--- src/rtl/counter_array_pkg.sv ---
/*
  constants for the counter array: clock source codes, module modes, pwm widths, watchdog setup.
  assumes a single system clock domain; no bus, all control bits are plain ports.
*/
package counter_array_pkg;
  localparam int NUM_MODULES = 6;
  localparam int CNT_W = 16;
  localparam int WDOG_IDX = 5;
  // counter clock source select codes
  localparam logic [2:0] SRC_DIV12 = 3'h0;
  localparam logic [2:0] SRC_DIV4 = 3'h1;
  localparam logic [2:0] SRC_T0_OVF = 3'h2;
  localparam logic [2:0] SRC_EXT_CNT = 3'h3;
  localparam logic [2:0] SRC_SYSCLK = 3'h4;
  localparam logic [2:0] SRC_XOSC_DIV8 = 3'h5;
  localparam logic [3:0] DIV12_LAST = 4'hB;
  localparam logic [1:0] DIV4_LAST = 2'h3;
  localparam logic [2:0] DIV8_LAST = 3'h7;
  // module mode codes
  localparam logic [2:0] MODE_OFF = 3'h0;
  localparam logic [2:0] MODE_CAPTURE = 3'h1;
  localparam logic [2:0] MODE_SW_TIMER = 3'h2;
  localparam logic [2:0] MODE_HS_OUT = 3'h3;
  localparam logic [2:0] MODE_FREQ_OUT = 3'h4;
  localparam logic [2:0] MODE_PWM = 3'h5;
  // capture edge select bits
  localparam int EDGE_RISE_BIT = 0;
  localparam int EDGE_FALL_BIT = 1;
  // pwm width codes: 8, 9, 10, 11, 16 bits
  localparam logic [2:0] PWM_W8 = 3'h0;
  localparam logic [2:0] PWM_W9 = 3'h1;
  localparam logic [2:0] PWM_W10 = 3'h2;
  localparam logic [2:0] PWM_W11 = 3'h3;
  localparam logic [2:0] PWM_W16 = 3'h4;
  // reset values
  localparam logic [15:0] CNT_RESET = 16'h0000;
  localparam logic WDOG_EN_RESET = 1'b1;
  localparam logic [7:0] WDOG_LIMIT_RESET = 8'hFF;
endpackage

--- src/rtl/counter_array_module.sv ---
/*
  one capture/compare module of the counter array.
  assumes the shared counter and its advance pulse come from the parent on the same clock.
*/
`timescale 1ns/1ps
`default_nettype none
module counter_array_module (
  // clock and reset
  input wire logic clk_sys_in,
  input wire logic rst_in,
  // shared time base
  input wire logic [15:0] count_in,
  input wire logic tick_in,
  // configuration
  input wire logic [2:0] mode_in,
  input wire logic [1:0] edge_sel_in,
  input wire logic [2:0] pwm_width_in,
  input wire logic [15:0] compare_in,
  input wire logic pin_in,
  // results
  output logic [15:0] capture_out,
  output logic match_out,
  output logic pin_out
);
  logic pin_d_r;
  logic [15:0] capture_r;
  logic out_r;
  logic [15:0] pwm_mask;
  logic rise;
  logic fall;
  logic cap_hit;
  logic cmp_hit;
  logic pwm_wrap;
  logic [15:0] freq_cnt_r;
  logic freq_hit;

  // edge detection on module input
  assign rise = pin_in & ~pin_d_r;
  assign fall = ~pin_in & pin_d_r;
  assign cap_hit = (mode_in == counter_array_pkg::MODE_CAPTURE) &&
    ((rise && edge_sel_in[counter_array_pkg::EDGE_RISE_BIT]) ||
     (fall && edge_sel_in[counter_array_pkg::EDGE_FALL_BIT]));
  // pwm width mask
  assign pwm_mask = (pwm_width_in == counter_array_pkg::PWM_W8) ? 16'h00FF :
    (pwm_width_in == counter_array_pkg::PWM_W9) ? 16'h01FF :
    (pwm_width_in == counter_array_pkg::PWM_W10) ? 16'h03FF :
    (pwm_width_in == counter_array_pkg::PWM_W11) ? 16'h07FF : 16'hFFFF;
  assign pwm_wrap = tick_in && ((count_in & pwm_mask) == pwm_mask);
  assign freq_hit = tick_in && (freq_cnt_r == compare_in);
  assign cmp_hit = tick_in && (count_in == compare_in) &&
    ((mode_in == counter_array_pkg::MODE_SW_TIMER) ||
     (mode_in == counter_array_pkg::MODE_HS_OUT));
  assign match_out = cap_hit | cmp_hit |
    ((mode_in == counter_array_pkg::MODE_PWM) && pwm_wrap) |
    ((mode_in == counter_array_pkg::MODE_FREQ_OUT) && freq_hit);
  assign capture_out = capture_r;
  assign pin_out = out_r;

  // mode state and output pin
  always_ff @(posedge clk_sys_in or posedge rst_in)
  begin
    if (rst_in)
    begin
      pin_d_r <= 1'b0;
      capture_r <= 16'h0000;
      out_r <= 1'b0;
      freq_cnt_r <= 16'h0000;
    end
    else
    begin
      pin_d_r <= pin_in;
      if (cap_hit)
        capture_r <= count_in;
      if (mode_in == counter_array_pkg::MODE_HS_OUT && cmp_hit)
        out_r <= ~out_r;
      else if (mode_in == counter_array_pkg::MODE_PWM && tick_in)
        out_r <= (count_in & pwm_mask) >= (compare_in & pwm_mask);
      else if (mode_in == counter_array_pkg::MODE_FREQ_OUT && freq_hit)
        out_r <= ~out_r;
      if (mode_in != counter_array_pkg::MODE_FREQ_OUT || freq_hit)
        freq_cnt_r <= 16'h0000;
      else if (tick_in)
        freq_cnt_r <= freq_cnt_r + 16'h0001;
    end
  end

  // flag fires only in the cycle of a capture edge, a compare match, a pwm width wrap or a frequency-output toggle
  AST_CAPTURE_LOADS: assert property (@(posedge clk_sys_in) disable iff (rst_in)
    cap_hit |=> capture_r == $past(count_in))
    else $error("capture register did not load counter");
  AST_HSO_TOGGLES: assert property (@(posedge clk_sys_in) disable iff (rst_in)
    (mode_in == counter_array_pkg::MODE_HS_OUT && cmp_hit) |=> out_r != $past(out_r))
    else $error("high speed output did not toggle on match");
  AST_PWM_LEVEL: assert property (@(posedge clk_sys_in) disable iff (rst_in)
    (mode_in == counter_array_pkg::MODE_PWM && tick_in && !cmp_hit &&
     (count_in & pwm_mask) < (compare_in & pwm_mask)) |=> !out_r)
    else $error("pwm output high below compare level");
  COV_CAPTURE: cover property (@(posedge clk_sys_in) disable iff (rst_in) cap_hit);
endmodule // counter_array_module
`default_nettype wire

--- src/rtl/counter_array.sv ---
/*
  counter array top: shared 16-bit time base, clock source select, six capture/compare
  modules and a watchdog on the shared counter high byte, apart from the modules, with its reset request.
  assumes all inputs synchronous to clk_sys_in except the external count input and xosc_in, which are
  synchronised here; crossbar routing is outside, modules expose plain pin signals.
*/
`timescale 1ns/1ps
`default_nettype none
module counter_array (
  // clock and reset
  input wire logic clk_sys_in,
  input wire logic rst_in,
  input wire logic por_in,
  // time base control
  input wire logic run_in,
  input wire logic [2:0] clk_src_in,
  input wire logic timer0_ovf_in,
  input wire logic xosc_in,
  input wire logic external_count_input_in,
  // per-module configuration, flattened by module index, then the shared overflow flag controls
  input wire logic [17:0] mode_in,
  input wire logic [11:0] edge_sel_in,
  input wire logic [17:0] pwm_width_in,
  input wire logic [95:0] compare_in,
  input wire logic [5:0] mod_pin_in,
  input wire logic [5:0] flag_clr_in,
  input wire logic [5:0] flag_ie_in,
  input wire logic ovf_clr_in,
  input wire logic ovf_ie_in,
  // watchdog control and flash error reset source
  input wire logic wdog_disable_in,
  input wire logic wdog_kick_in,
  input wire logic [7:0] wdog_limit_in,
  input wire logic wdog_limit_we_in,
  input wire logic wdog_rst_mask_in,
  input wire logic flash_err_in,
  // status and pins
  output logic [15:0] count_out,
  output logic [95:0] capture_out,
  output logic [5:0] mod_pin_out,
  output logic [5:0] flag_out,
  output logic ovf_flag_out,
  output logic irq_out,
  output logic wdog_en_out,
  output logic wdog_rst_out,
  output logic sys_rst_req_out
);
  logic [15:0] count_r;
  logic [3:0] div12_r;
  logic [1:0] div4_r;
  logic [2:0] div8_r;
  logic xosc_s1_r;
  logic xosc_s2_r;
  logic xosc_d_r;
  logic eci_s1_r;
  logic eci_s2_r;
  logic eci_d_r;
  logic [5:0] flag_r;
  logic ovf_r;
  logic wdog_en_r;
  logic wdog_locked_r;
  logic [7:0] wdog_limit_r;
  logic [7:0] wdog_base_r;
  logic wdog_rst_r;
  logic tick;
  logic eci_rise;
  logic xosc_rise;
  logic [5:0] match;
  logic [7:0] wdog_target;
  logic wdog_expire;

  // source edge detectors, first sync stage only feeds the second
  assign eci_rise = eci_s2_r & ~eci_d_r;
  assign xosc_rise = xosc_s2_r & ~xosc_d_r;
  // counter advance select
  assign tick = run_in && (
    (clk_src_in == counter_array_pkg::SRC_DIV12 && div12_r == counter_array_pkg::DIV12_LAST) ||
    (clk_src_in == counter_array_pkg::SRC_DIV4 && div4_r == counter_array_pkg::DIV4_LAST) ||
    (clk_src_in == counter_array_pkg::SRC_T0_OVF && timer0_ovf_in) ||
    (clk_src_in == counter_array_pkg::SRC_EXT_CNT && eci_rise) ||
    (clk_src_in == counter_array_pkg::SRC_SYSCLK) ||
    (clk_src_in == counter_array_pkg::SRC_XOSC_DIV8 && xosc_rise &&
     div8_r == counter_array_pkg::DIV8_LAST));
  // watchdog expires when the counter low byte wraps while the high byte equals base plus limit
  assign wdog_target = wdog_base_r + wdog_limit_r;
  assign wdog_expire = wdog_en_r && !wdog_locked_r && tick && (count_r[15:8] == wdog_target) &&
    (count_r[7:0] == 8'hFF);
  assign count_out = count_r;
  assign flag_out = flag_r;
  assign ovf_flag_out = ovf_r;
  assign irq_out = |(flag_r & flag_ie_in) | (ovf_r & ovf_ie_in);
  // the lock hides the reset-time enable, so a locked watchdog never shows on
  assign wdog_en_out = wdog_en_r & ~wdog_locked_r;
  assign wdog_rst_out = wdog_rst_r;
  assign sys_rst_req_out = por_in | flash_err_in | wdog_rst_r;

  // synchronisers and prescalers
  always_ff @(posedge clk_sys_in or posedge rst_in)
  begin
    if (rst_in)
    begin
      eci_s1_r <= 1'b0;
      eci_s2_r <= 1'b0;
      eci_d_r <= 1'b0;
      xosc_s1_r <= 1'b0;
      xosc_s2_r <= 1'b0;
      xosc_d_r <= 1'b0;
      div12_r <= 4'h0;
      div4_r <= 2'h0;
      div8_r <= 3'h0;
    end
    else
    begin
      eci_s1_r <= external_count_input_in;
      eci_s2_r <= eci_s1_r;
      eci_d_r <= eci_s2_r;
      xosc_s1_r <= xosc_in;
      xosc_s2_r <= xosc_s1_r;
      xosc_d_r <= xosc_s2_r;
      div12_r <= (div12_r == counter_array_pkg::DIV12_LAST) ? 4'h0 : div12_r + 4'h1;
      div4_r <= div4_r + 2'h1;
      if (xosc_rise)
        div8_r <= div8_r + 3'h1;
    end
  end

  // shared time base and flags; a set wins over a clear in the same cycle
  always_ff @(posedge clk_sys_in or posedge rst_in)
  begin
    if (rst_in)
    begin
      count_r <= counter_array_pkg::CNT_RESET;
      ovf_r <= 1'b0;
      flag_r <= 6'h00;
    end
    else
    begin
      if (tick)
        count_r <= count_r + 16'h0001;
      ovf_r <= (tick && count_r == 16'hFFFF) | (ovf_r & ~ovf_clr_in);
      flag_r <= match | (flag_r & ~flag_clr_in);
    end
  end

  // watchdog: enabled on every reset, disable lock clears only on power-on
  always_ff @(posedge clk_sys_in or posedge rst_in)
  begin
    if (rst_in)
    begin
      wdog_en_r <= counter_array_pkg::WDOG_EN_RESET;
      wdog_limit_r <= counter_array_pkg::WDOG_LIMIT_RESET;
      wdog_base_r <= 8'h00;
      wdog_rst_r <= 1'b0;
    end
    else
    begin
      if (wdog_disable_in || wdog_locked_r)
        wdog_en_r <= 1'b0;
      if (wdog_limit_we_in)
        wdog_limit_r <= wdog_limit_in;
      if (wdog_kick_in)
        wdog_base_r <= count_r[15:8];
      wdog_rst_r <= wdog_expire & ~wdog_rst_mask_in;
    end
  end

  // disable lock survives system reset, cleared only by power-on
  always_ff @(posedge clk_sys_in or posedge por_in)
  begin
    if (por_in)
      wdog_locked_r <= 1'b0;
    else if (wdog_disable_in)
      wdog_locked_r <= 1'b1;
  end

  // six modules on the shared counter; pins leave toward the crossbar
  genvar gi;
  generate
    for (gi = 0; gi < counter_array_pkg::NUM_MODULES; gi++)
    begin : g_mod
      counter_array_module u_mod (
        .clk_sys_in(clk_sys_in),
        .rst_in(rst_in),
        .count_in(count_r),
        .tick_in(tick),
        .mode_in(mode_in[3*gi +: 3]),
        .edge_sel_in(edge_sel_in[2*gi +: 2]),
        .pwm_width_in(pwm_width_in[3*gi +: 3]),
        .compare_in(compare_in[16*gi +: 16]),
        .pin_in(mod_pin_in[gi]),
        .capture_out(capture_out[16*gi +: 16]),
        .match_out(match[gi]),
        .pin_out(mod_pin_out[gi])
      );
    end
  endgenerate

  AST_COUNT_ADVANCES: assert property (@(posedge clk_sys_in) disable iff (rst_in)
    tick |=> count_r == $past(count_r) + 16'h0001)
    else $error("counter did not advance on tick");
  AST_SYSCLK_TICK: assert property (@(posedge clk_sys_in) disable iff (rst_in)
    (run_in && clk_src_in == counter_array_pkg::SRC_SYSCLK) |-> tick)
    else $error("sysclk source did not tick");
  AST_DIV12_SPACING: assert property (@(posedge clk_sys_in) disable iff (rst_in)
    (tick && clk_src_in == counter_array_pkg::SRC_DIV12) |=>
      !(tick && clk_src_in == counter_array_pkg::SRC_DIV12) [*8])
    else $error("div12 ticks too close");
  AST_ECI_ONE_TICK: assert property (@(posedge clk_sys_in) disable iff (rst_in)
    (run_in && clk_src_in == counter_array_pkg::SRC_EXT_CNT && eci_rise) |-> tick ##1 !tick)
    else $error("external count edge not counted exactly once");
  AST_WDOG_LOCK: assert property (@(posedge clk_sys_in) disable iff (rst_in || por_in)
    wdog_locked_r |=> !wdog_en_r)
    else $error("watchdog re-enabled after permanent disable");
  AST_WDOG_MASK: assert property (@(posedge clk_sys_in) disable iff (rst_in)
    (wdog_expire && !wdog_rst_mask_in) |=> wdog_rst_r && sys_rst_req_out)
    else $error("watchdog expiry did not request reset");
  AST_WDOG_MASKED: assert property (@(posedge clk_sys_in) disable iff (rst_in)
    $past(wdog_rst_mask_in) |-> !wdog_rst_r)
    else $error("masked watchdog requested reset");
  AST_OVF_FLAG: assert property (@(posedge clk_sys_in) disable iff (rst_in)
    (tick && count_r == 16'hFFFF) |=> ovf_r && count_r == 16'h0000)
    else $error("overflow flag not set on wrap");
  AST_FLAG_SET_WINS: assert property (@(posedge clk_sys_in) disable iff (rst_in)
    (match != 6'h00) |=> (flag_r & $past(match)) == $past(match))
    else $error("flag lost when set met clear");
  AST_WDOG_RESET_ON: assert property (@(posedge clk_sys_in)
    $fell(rst_in) && !wdog_disable_in |-> wdog_en_r || wdog_locked_r)
    else $error("watchdog not enabled after reset");
  COV_OVERFLOW: cover property (@(posedge clk_sys_in) disable iff (rst_in) ovf_r);
  COV_WDOG_RST: cover property (@(posedge clk_sys_in) disable iff (rst_in) wdog_rst_r);
  COV_ECI: cover property (@(posedge clk_sys_in) disable iff (rst_in) eci_rise && tick);
  COV_IRQ: cover property (@(posedge clk_sys_in) disable iff (rst_in) irq_out);
endmodule // counter_array
`default_nettype wire

--- config.mk ---
export PLATFORM = sky130hd
export DESIGN_NAME = counter_array
export DESIGN_NICKNAME = d
export VERILOG_FILES = /design/src/rtl/counter_array_pkg.sv /design/src/rtl/counter_array_module.sv /design/src/rtl/counter_array.sv
export SDC_FILE = /design/constraint.sdc
export NUM_CORES = 1
export LEC_CHECK = 0
export BUFFER_PORTS_ARGS = -buffer_cell sky130_fd_sc_hd__buf_2
export CAP_MARGIN = 15
export CORE_MARGIN = 3
export CORE_UTILIZATION = 35
export DETAILED_ROUTE_END_ITERATION = 16
export PLACE_DENSITY = 0.67
export SLEW_MARGIN = 20
export SYNTH_ARGS = -nofsm -noshare
export SYNTH_HDL_FRONTEND = slang
export SYNTH_SLANG_ARGS = --single-unit
--- constraint.sdc ---
create_clock -name clk_sys_in -period 25 [get_ports clk_sys_in]
set_input_delay 3.75 -clock clk_sys_in [delete_from_list [all_inputs] [get_ports clk_sys_in]]
set_output_delay 3.75 -clock clk_sys_in [all_outputs]
set_load 0.02 [all_outputs]
# Word-level counts from Yosys, hierarchy flattened
# Cells that the tools add are included.
# Widths: inputs -> output; s select.
[op_classes] n_addsub=11 magnitude_cmp=6 eq_ne=83 mux=55 n_bitwise=79 n_reduce_logical=123
[ops] op="$mux 16" count=36
[ops] op="$eq 16x16->1" count=18
[ops] op="$and 16x16->16" count=12
[ops] op="$add 16x1->16 const B" count=7
[ops] op="$ge 16x16->1" count=6
[ops] op="$eq 3x2->1 const B" count=26
[ops] op="$logic_and 1x1->1" count=78
[ops] op="$eq 3x3->1 const B" count=15
[ops] op="$eq 3x1->1 const B" count=13
[ops] op="$logic_or 1x1->1" count=24
[ops] op="$not 1->1" count=23
[ops] op="$or 1x1->1" count=22
[ops] op="$logic_not 3->1" count=7
[ops] op="$and 1x1->1" count=18
[ops] op="$mux 1" count=18
[ops] op="$ne 3x3->1 const B" count=6
[ops] op="$reduce_bool 3->1" count=6
[ops] op="$eq 16x16->1 const B" count=1
[ops] op="$and 6x6->6" count=2
[ops] op="$reduce_bool 2->1" count=6
[ops] op="$add 8x8->8" count=1
[ops] op="$eq 8x8->1" count=1
[ops] op="$eq 8x8->1 const B" count=1
[ops] op="$not 6->6" count=1
[ops] op="9 further kinds" count=9
[word_totals] ff_bits=261 inputBits=187 out_inout_bits=129 word_cells=398

# Depth between registers and ports, before layout
# Gate-level depths: netlist of run 1.
[logic_depth] word_depth=14 ltp_mapped=11 depth_no_buf=9

# By module
# A second synthesis of run 1 with hierarchy kept.
[hier_totals] cells_unflattened=1646 area_unflattened_um2=16603.4
[by_module_without_submodules] module="counter_array_module (g_mod[0].u_mod ...)" n_inst=5 cells_per_inst=238 area_each_um2=2322.2 seq_area_each_um2=850.8
[by_module_without_submodules] module="counter_array" n_inst=1 cells_per_inst=211 area_each_um2=2653.8 seq_area_each_um2=1437.6
[by_module_without_submodules] module="counter_array_module (g_mod[5].u_mod)" n_inst=1 cells_per_inst=245 area_each_um2=2338.5 seq_area_each_um2=850.8

# Worst setup path before layout of run 1
# Ideal clock, no wire load.
[synth_timing] kind="in2out" from="input flag_ie_in[4]" to="output irq_out" t_arrival_ns=4.285 required_ns=21.250 setup_slack_ns=16.965 stages=2 n_path_buf=0 path_cell_list="a222oi_1 nand3_1"
[synth_via] elab_chain_len=3
[synth_lines] item="start: declaration" line="counter_array.sv:27" text="input wire logic [5:0] flag_ie_in,"
[synth_lines] item="$and 6x6->6" line="counter_array.sv:91" text="assign irq_out = |(flag_r & flag_ie_in) | (ovf_r & ovf_ie_in);"
[synth_lines] item="$reduce_or 6->1" line="counter_array.sv:91"
[synth_lines] item="$or 1x1->1" line="counter_array.sv:91"
[synth_lines] item="end: declaration" line="counter_array.sv:43" text="output logic irq_out,"
# No other way between the ends.

# Worst setup path after layout of run 1
# Ends and elaborated chain as after synthesis.

==> results of run 1 <==
critical path, stage by stage:
cell and delay [ns]:
buf_2 0.10, a222oi_1 0.32, nand3_1 0.09, buf_2 0.17
metal layers:
layer	routed length [um]	share of wire	track usage	vias up
met3	4428	0.080	0.05039	122
met4	2229	0.040	0.08399	6
met2	25690	0.46	0.3610	529
met5	38	0.00068	0	-
met1	23110	0.42	0.2756	6962
li1	-	-	-	6505
state kept, by name (all words and copies together) (netlist names), 3 cells and up:
register and count:
g_mod.u_mod.pin_d_r 6, div8_r 3, flag_out 6, g_mod.u_mod.pin_out 6, g_mod.u_mod.freq_cnt_r 96, count_out 16
g_mod.u_mod.capture_out 96, wdog_base_r 8, wdog_limit_r 8, div12_r 4
power breakdown:
| part | internal (mW) | switching, mW | leakage, nW | total, mW |
|---|---|---|---|---|
| logic | 0.101 | 0.177 | 5.70 | 0.277 |
| clock network | 0.276 | 0.187 | 0.494 | 0.463 |
| registers | 0.454 | 0.0225 | 3.51 | 0.477 |
per-stage QoR:
step	hold slack, ns	instances	setup slack (ns)
global placement	0.3321	2549	16.78
floorplan	0.3312	1686	14.11
finish	0.3474	2609	16.82
detailed placement	0.3379	2549	16.82
CTS	0.3503	2606	16.82
global route	0.3651	2609	16.72
kinds of logic (layout without fill, tap and decap cells):
family	Yosys count	in the layout	synth area share
flip-flops	261	261	0.3957
other	0	3	0
multiplexers	112	112	0.07628
adder cells (fa/ha/maj)	115	115	0.08748
buffers and inverters	158	471	0.03943
XOR/XNOR	255	255	0.1351
AND/OR/NAND/NOR	575	575	0.1838
AO/OA/AOI/OAI	210	210	0.08218
placed cells by master (no fill, tap or decap), drive strengths merged, types with 6 or more instances in the layout:
master   count
o21ai       58
nor2b       17
nand2b      20
dfrtp      252
nand4b       6
nand4       77
a21o        17
inv         78
or3         14
nor2       124
dfstp        9
xor2       179
nor3        24
and3        24
xnor2       76
nand2      115
o22ai        7
clkbuf      45
nor4        47
a2111oi      6
nand3b      14
o21bai       6
buf        338
nand3       34
o21a        11
a211oi      10
ha         114
a21oi       54
and4         6
o211ai       8
mux2       112
and2        39
area by class of cell:
cell class                      instances  area, um2  share of cell area
Inverter                               76      292.8             0.01481
Multi-Input combinational cell       1267       9388              0.4749
Antenna cell                            3      7.507           0.0003798
Sequential cell                       261       6546              0.3312
Timing Repair Buffer                  338       1749             0.08849
Tap cell                              607      759.5             0.03842
Clock buffer                           45      848.3             0.04292
Clock inverter                         12      175.2            0.008862
worst paths after layout:
kind / end / slack [ns] / depth (start not counted)
max reg2reg: g_mod[5].u_mod.freq_cnt_r[12] / 21.50 / 10
max: irq_out / 16.82 / 4
max in group asynchronous: g_mod[2].u_mod.capture_out[1] / 20.13 / 3
min in group asynchronous: wdog_locked_r / 3.00 / 2
min: xosc_s2_r / 0.35 / 0
min reg2reg: xosc_s2_r / 0.35 / 0
==> reports/metrics.cfg, run 1 <==
[floorplanning]
die_width_um = 223.3
core_um2 = 46650
start_util = 0.3544
dieArea_um2 = 49880
dieHeight_um = 223.3
ioPinCount = 316
rows = 79

[finish]
drive_gt1_frac = 0.2636
finish.utilization = 0.4237
num-fill-cells = 4524
nets = 2277
final_area_um2 = 19770
syn_to_final_growth_pct = 19.56

[pwr]
powerDensity_nw_per_um2 = 61.60
vdd_drop_max_uv = 55.26
p_total_mw = 1.218
power.static_leakage_nw = 9.712

[yosys]
synth_top_area_share = 0.3814
synth_cells = 1686
synth_flop_cell = dfrtp_1
synth-async-reset-ratio = 1.000
yosysTopAreaCell = dfrtp_1
ys_seq_area_frac = 0.3957
synthTopCellsByArea = dfrtp_1 38%, xor2_1 9.5%, ha_1 8.6%
synth_seq_cells = 261
synth_common_cells = 252 x dfrtp_1, 179 x xor2_1, 124 x nor2_1, 115 x nand2_1, 114 x ha_1
synth_area_um2 = 16530
syn_avg_cell_area_um2 = 9.806
yosysWarnings = 0
synth_edf_count = 0
synthDistinctLibCells = 67
synth.most_common_cell = dfrtp_1
synth.net_count = 1988

[cts]
cts_tree = done
clock_latency_ns = 0.59
cts_hold_buf = 0
clk_pin_slew_ns = 0.05
cts_sinks = 261
cts_buffers = 31
ctsResizeCount = 0
cts_root_buf = clkbuf_16
h-tree-depth = 1
cts.path.max_buffers = 3
post-cts-setup-buffers = 0

[sta]
fmax_mhz = 122.3
worstMarginPinSlew_ns = 1.068
fin_skew_ns = 0.01732
fin_crit_ns = 8.178
finalHoldViolations = 0
setup_viol = 0
slew_viol_final = 0
rsz0062_at_grt = no
fin_crit_sh = 0.3271
setup_tns_ns = 0
slew-limit-headroom = 0.2812

[routing]
drt_iter0_markers = 1154
wl_per_cell_um = 21.27
ant_nets = 0
num_vias = 14120
vias_per_cell = 5.414
drt-total-wl_um = 55500
route.detailed.drc = 0
drt_first_pass_iters = 5

[run_status]
status = completed

[placement]
dpl_cell_area_um2 = 18730
port_buffers = 315
place.gp.congestion = 0.9341
place.detailed.hpwl_um = 39350

[global_routing]
grtUsageTotal = 0.2173
grt_pass1_wl_um = 83990
grt_max_degree = 120
antenna_found_initial = 8
grt-ovfl-total = 0
grt_pass1_vias = 14320

[worst_setup_path]
crit_fanout = 1
timing.critical_path.from = flag_ie_in[4]
crit_type = input pin to output port
crit-reg2reg-launch = div8_r[0]
critPathCaptureType = output port
crit_required_ns = 21.25
setup.worst_path.start_class = input pin
cp_data_arrival_time_ns = 4.43

[job]
cap_violations = 0

[worst_hold_path]
min_from = xosc_s1_r
min_path_type = register to register

(Power assumes the default switching activity.)
==> run 2, diff against run 1 <==
--- a/config.mk
+++ b/config.mk
@@ -10,7 +10,7 @@
 export CORE_MARGIN = 3
 export CORE_UTILIZATION = 35
 export DETAILED_ROUTE_END_ITERATION = 16
-export PLACE_DENSITY = 0.67
+export PLACE_DENSITY = 0.69
 export SLEW_MARGIN = 20
 export SYNTH_ARGS = -nofsm -noshare
 export SYNTH_HDL_FRONTEND = slang
==> constraint.sdc (replaced) <==
create_clock -name clk_sys_in -period 7.1 [get_ports clk_sys_in]
set_input_delay 1.065 -clock clk_sys_in [delete_from_list [all_inputs] [get_ports clk_sys_in]]
set_output_delay 1.065 -clock clk_sys_in [all_outputs]
set_load 0.02 [all_outputs]
==> reports/metrics.cfg, run 2 (synthesized netlist as in run 1, its figures left out) <==
[floorplanning]
rows = 79
core_um2 = 46650
dieHeight_um = 223.3
ioPinCount = 316
start_util = 0.3544
die_width_um = 223.3
dieArea_um2 = 49880

[cts]
h-tree-depth = 1
clock_latency_ns = 0.57
cts.path.max_buffers = 3
post-cts-setup-buffers = 0
cts_sinks = 261
cts_root_buf = clkbuf_16
cts_tree = done
ctsResizeCount = 0
clk_pin_slew_ns = 0.06
cts_buffers = 30
cts_hold_buf = 0

[global_routing]
grt_pass1_vias = 14220
grt-ovfl-total = 0
antenna_found_initial = 9
grt_max_degree = 134
grtUsageTotal = 0.2137
grt_pass1_wl_um = 82870

[finish]
syn_to_final_growth_pct = 19.96
finish.utilization = 0.4251
num-fill-cells = 4479
final_cell_mix = 315 x buf_2, 249 x dfrtp_1, 179 x xor2_1, 124 x nor2_1, 115 x nand2_1
drive_gt1_frac = 0.2668
nets = 2276
regArea_um2 = 6546
multi_input_area_um2 = 9388
final_common_cell = buf_2

[routing]
vias_per_cell = 5.422
num_vias = 14160
wl_per_cell_um = 21.01
ant_nets = 0
drt_first_pass_iters = 5
drt-total-wl_um = 54890
route.detailed.drc = 0
drt_iter0_markers = 955

[sta]
fin_crit_sh = 0.4466
slew_viol_final = 0
rsz0062_at_grt = no
slew-limit-headroom = 0.2296
finalHoldViolations = 0
fin_crit_ns = 3.171
fin_skew_ns = 0.01209
setup_tns_ns = 0
fmax_mhz = 315.4
setup_viol = 0
worstMarginPinSlew_ns = 1.156

[pwr]
internal_power_mw = 2.966
p_total_mw = 4.316
p_comb_frac = 0.214
vdd_drop_max_uv = 229.0
pwr-share-seq = 0.399
power.static_leakage_nw = 9.738
clock_power_share = 0.387
swShare = 0.3128
powerDensity_nw_per_um2 = 217.6
p_sw_mw = 1.350

[worst_setup_path]
path_delay_family = simple AND/OR/NAND/NOR gates
critical_path.slowest_cell = buf_4
crit_type = register to register
crit_fanout = 61
slowest_delay_ns = 0.62
crit_chain = ha_1 > ha_1 > nand3b_1 > a31o_2 > nor3_4 > buf_4 > buf_4 > nand4_1 > or3_1 > a21oi_1
critPathCaptureType = register
setup.worst_path.start_class = register
cp_data_arrival_time_ns = 3.66
crit_required_ns = 7.59
crit_buf_inv = 2

[job]
cap_violations = 0

[placement]
port_buffers = 315
place.detailed.hpwl_um = 40150
place.gp.congestion = 0.8915

[worst_hold_path]
min_path_type = input pin to asynchronous set/reset pin

[run_status]
status = completed

[run 2: changes by cell type in the layout (fill, tap and decap cells not counted), sizes merged]
cell      change
bufinv        +1
inv           -3
clkinvlp      +1
diode         +4
clkinv        +5
clkbuf        -5
[run 2: through the flow]
stage	hold slack (ns)	instance area, um2	instances	worst slack, ns
floorplan	0.3312	16540	1686	2.615
CTS	0.2823	19810	2605	3.862
detailed placement	0.3356	18740	2549	3.343
global route	0.2959	19830	2611	3.733
global placement	0.3339	18740	2549	3.451
finish	0.3250	19830	2612	3.929
[run 2: final timing paths]
kind | from | endpoint | slack, ns | depth (start not counted)
max | div8_r[0] | g_mod[0].u_mod.freq_cnt_r[12] | 3.93 | 10
min | por_in | wdog_locked_r | 0.33 | 2
max reg2reg | div8_r[0] | g_mod[0].u_mod.freq_cnt_r[12] | 3.93 | 10
min reg2reg | eci_s1_r | eci_s2_r | 0.35 | 0
max in group asynchronous | rst_in | g_mod[5].u_mod.capture_out[6] | 4.90 | 4
min in group clk_sys_in | eci_s1_r | eci_s2_r | 0.35 | 0
[run 2: layer usage]
layer / routed length, um / track usage / vias to the layer above
li1: - / - / 6505
met1: 23110 / 0.2721 / 7031
met2: 25670 / 0.3526 / 492
met3: 3816 / 0.04434 / 127
met4: 2262 / 0.09265 / 6
met5: 28 / 0 / -
[run 2: worst reg2reg max path, stage by stage (launching register included)]
cell and delay, ns:
dfrtp_1 0.37, ha_1 0.16, ha_1 0.13, nand3b_1 0.10
a31o_2 0.30, nor3_4 0.15, buf_4 0.34, buf_4 0.62
nand4_1 0.36, or3_1 0.42, a21oi_1 0.15
[run 2: power groups by stage]
| stage | Combinational [mW] | Clock, mW | Sequential, mW |
|---|---|---|---|
| CTS | 0.931 | 1.71 | 1.72 |
| global placement | 0.894 | 0 | 1.74 |
| finish | 0.925 | 1.67 | 1.72 |
| detailed placement | 0.929 | 0 | 1.75 |
| floorplan | 0.441 | 0 | 1.81 |
| global route | 1.02 | 1.77 | 1.73 |
[run 2: cell type report]
| cell class | count | share of cell area |
|---|---|---|
| clock buffers | 40 | 0.04227 |
| well taps | 607 | 0.03829 |
| flip-flops and latches | 261 | 0.3301 |
| clock inverters | 16 | 0.01173 |
| multi-input cells | 1267 | 0.4733 |
| repair buffers | 338 | 0.08883 |
| inverters | 76 | 0.01457 |
| diodes | 7 | 0.0008832 |
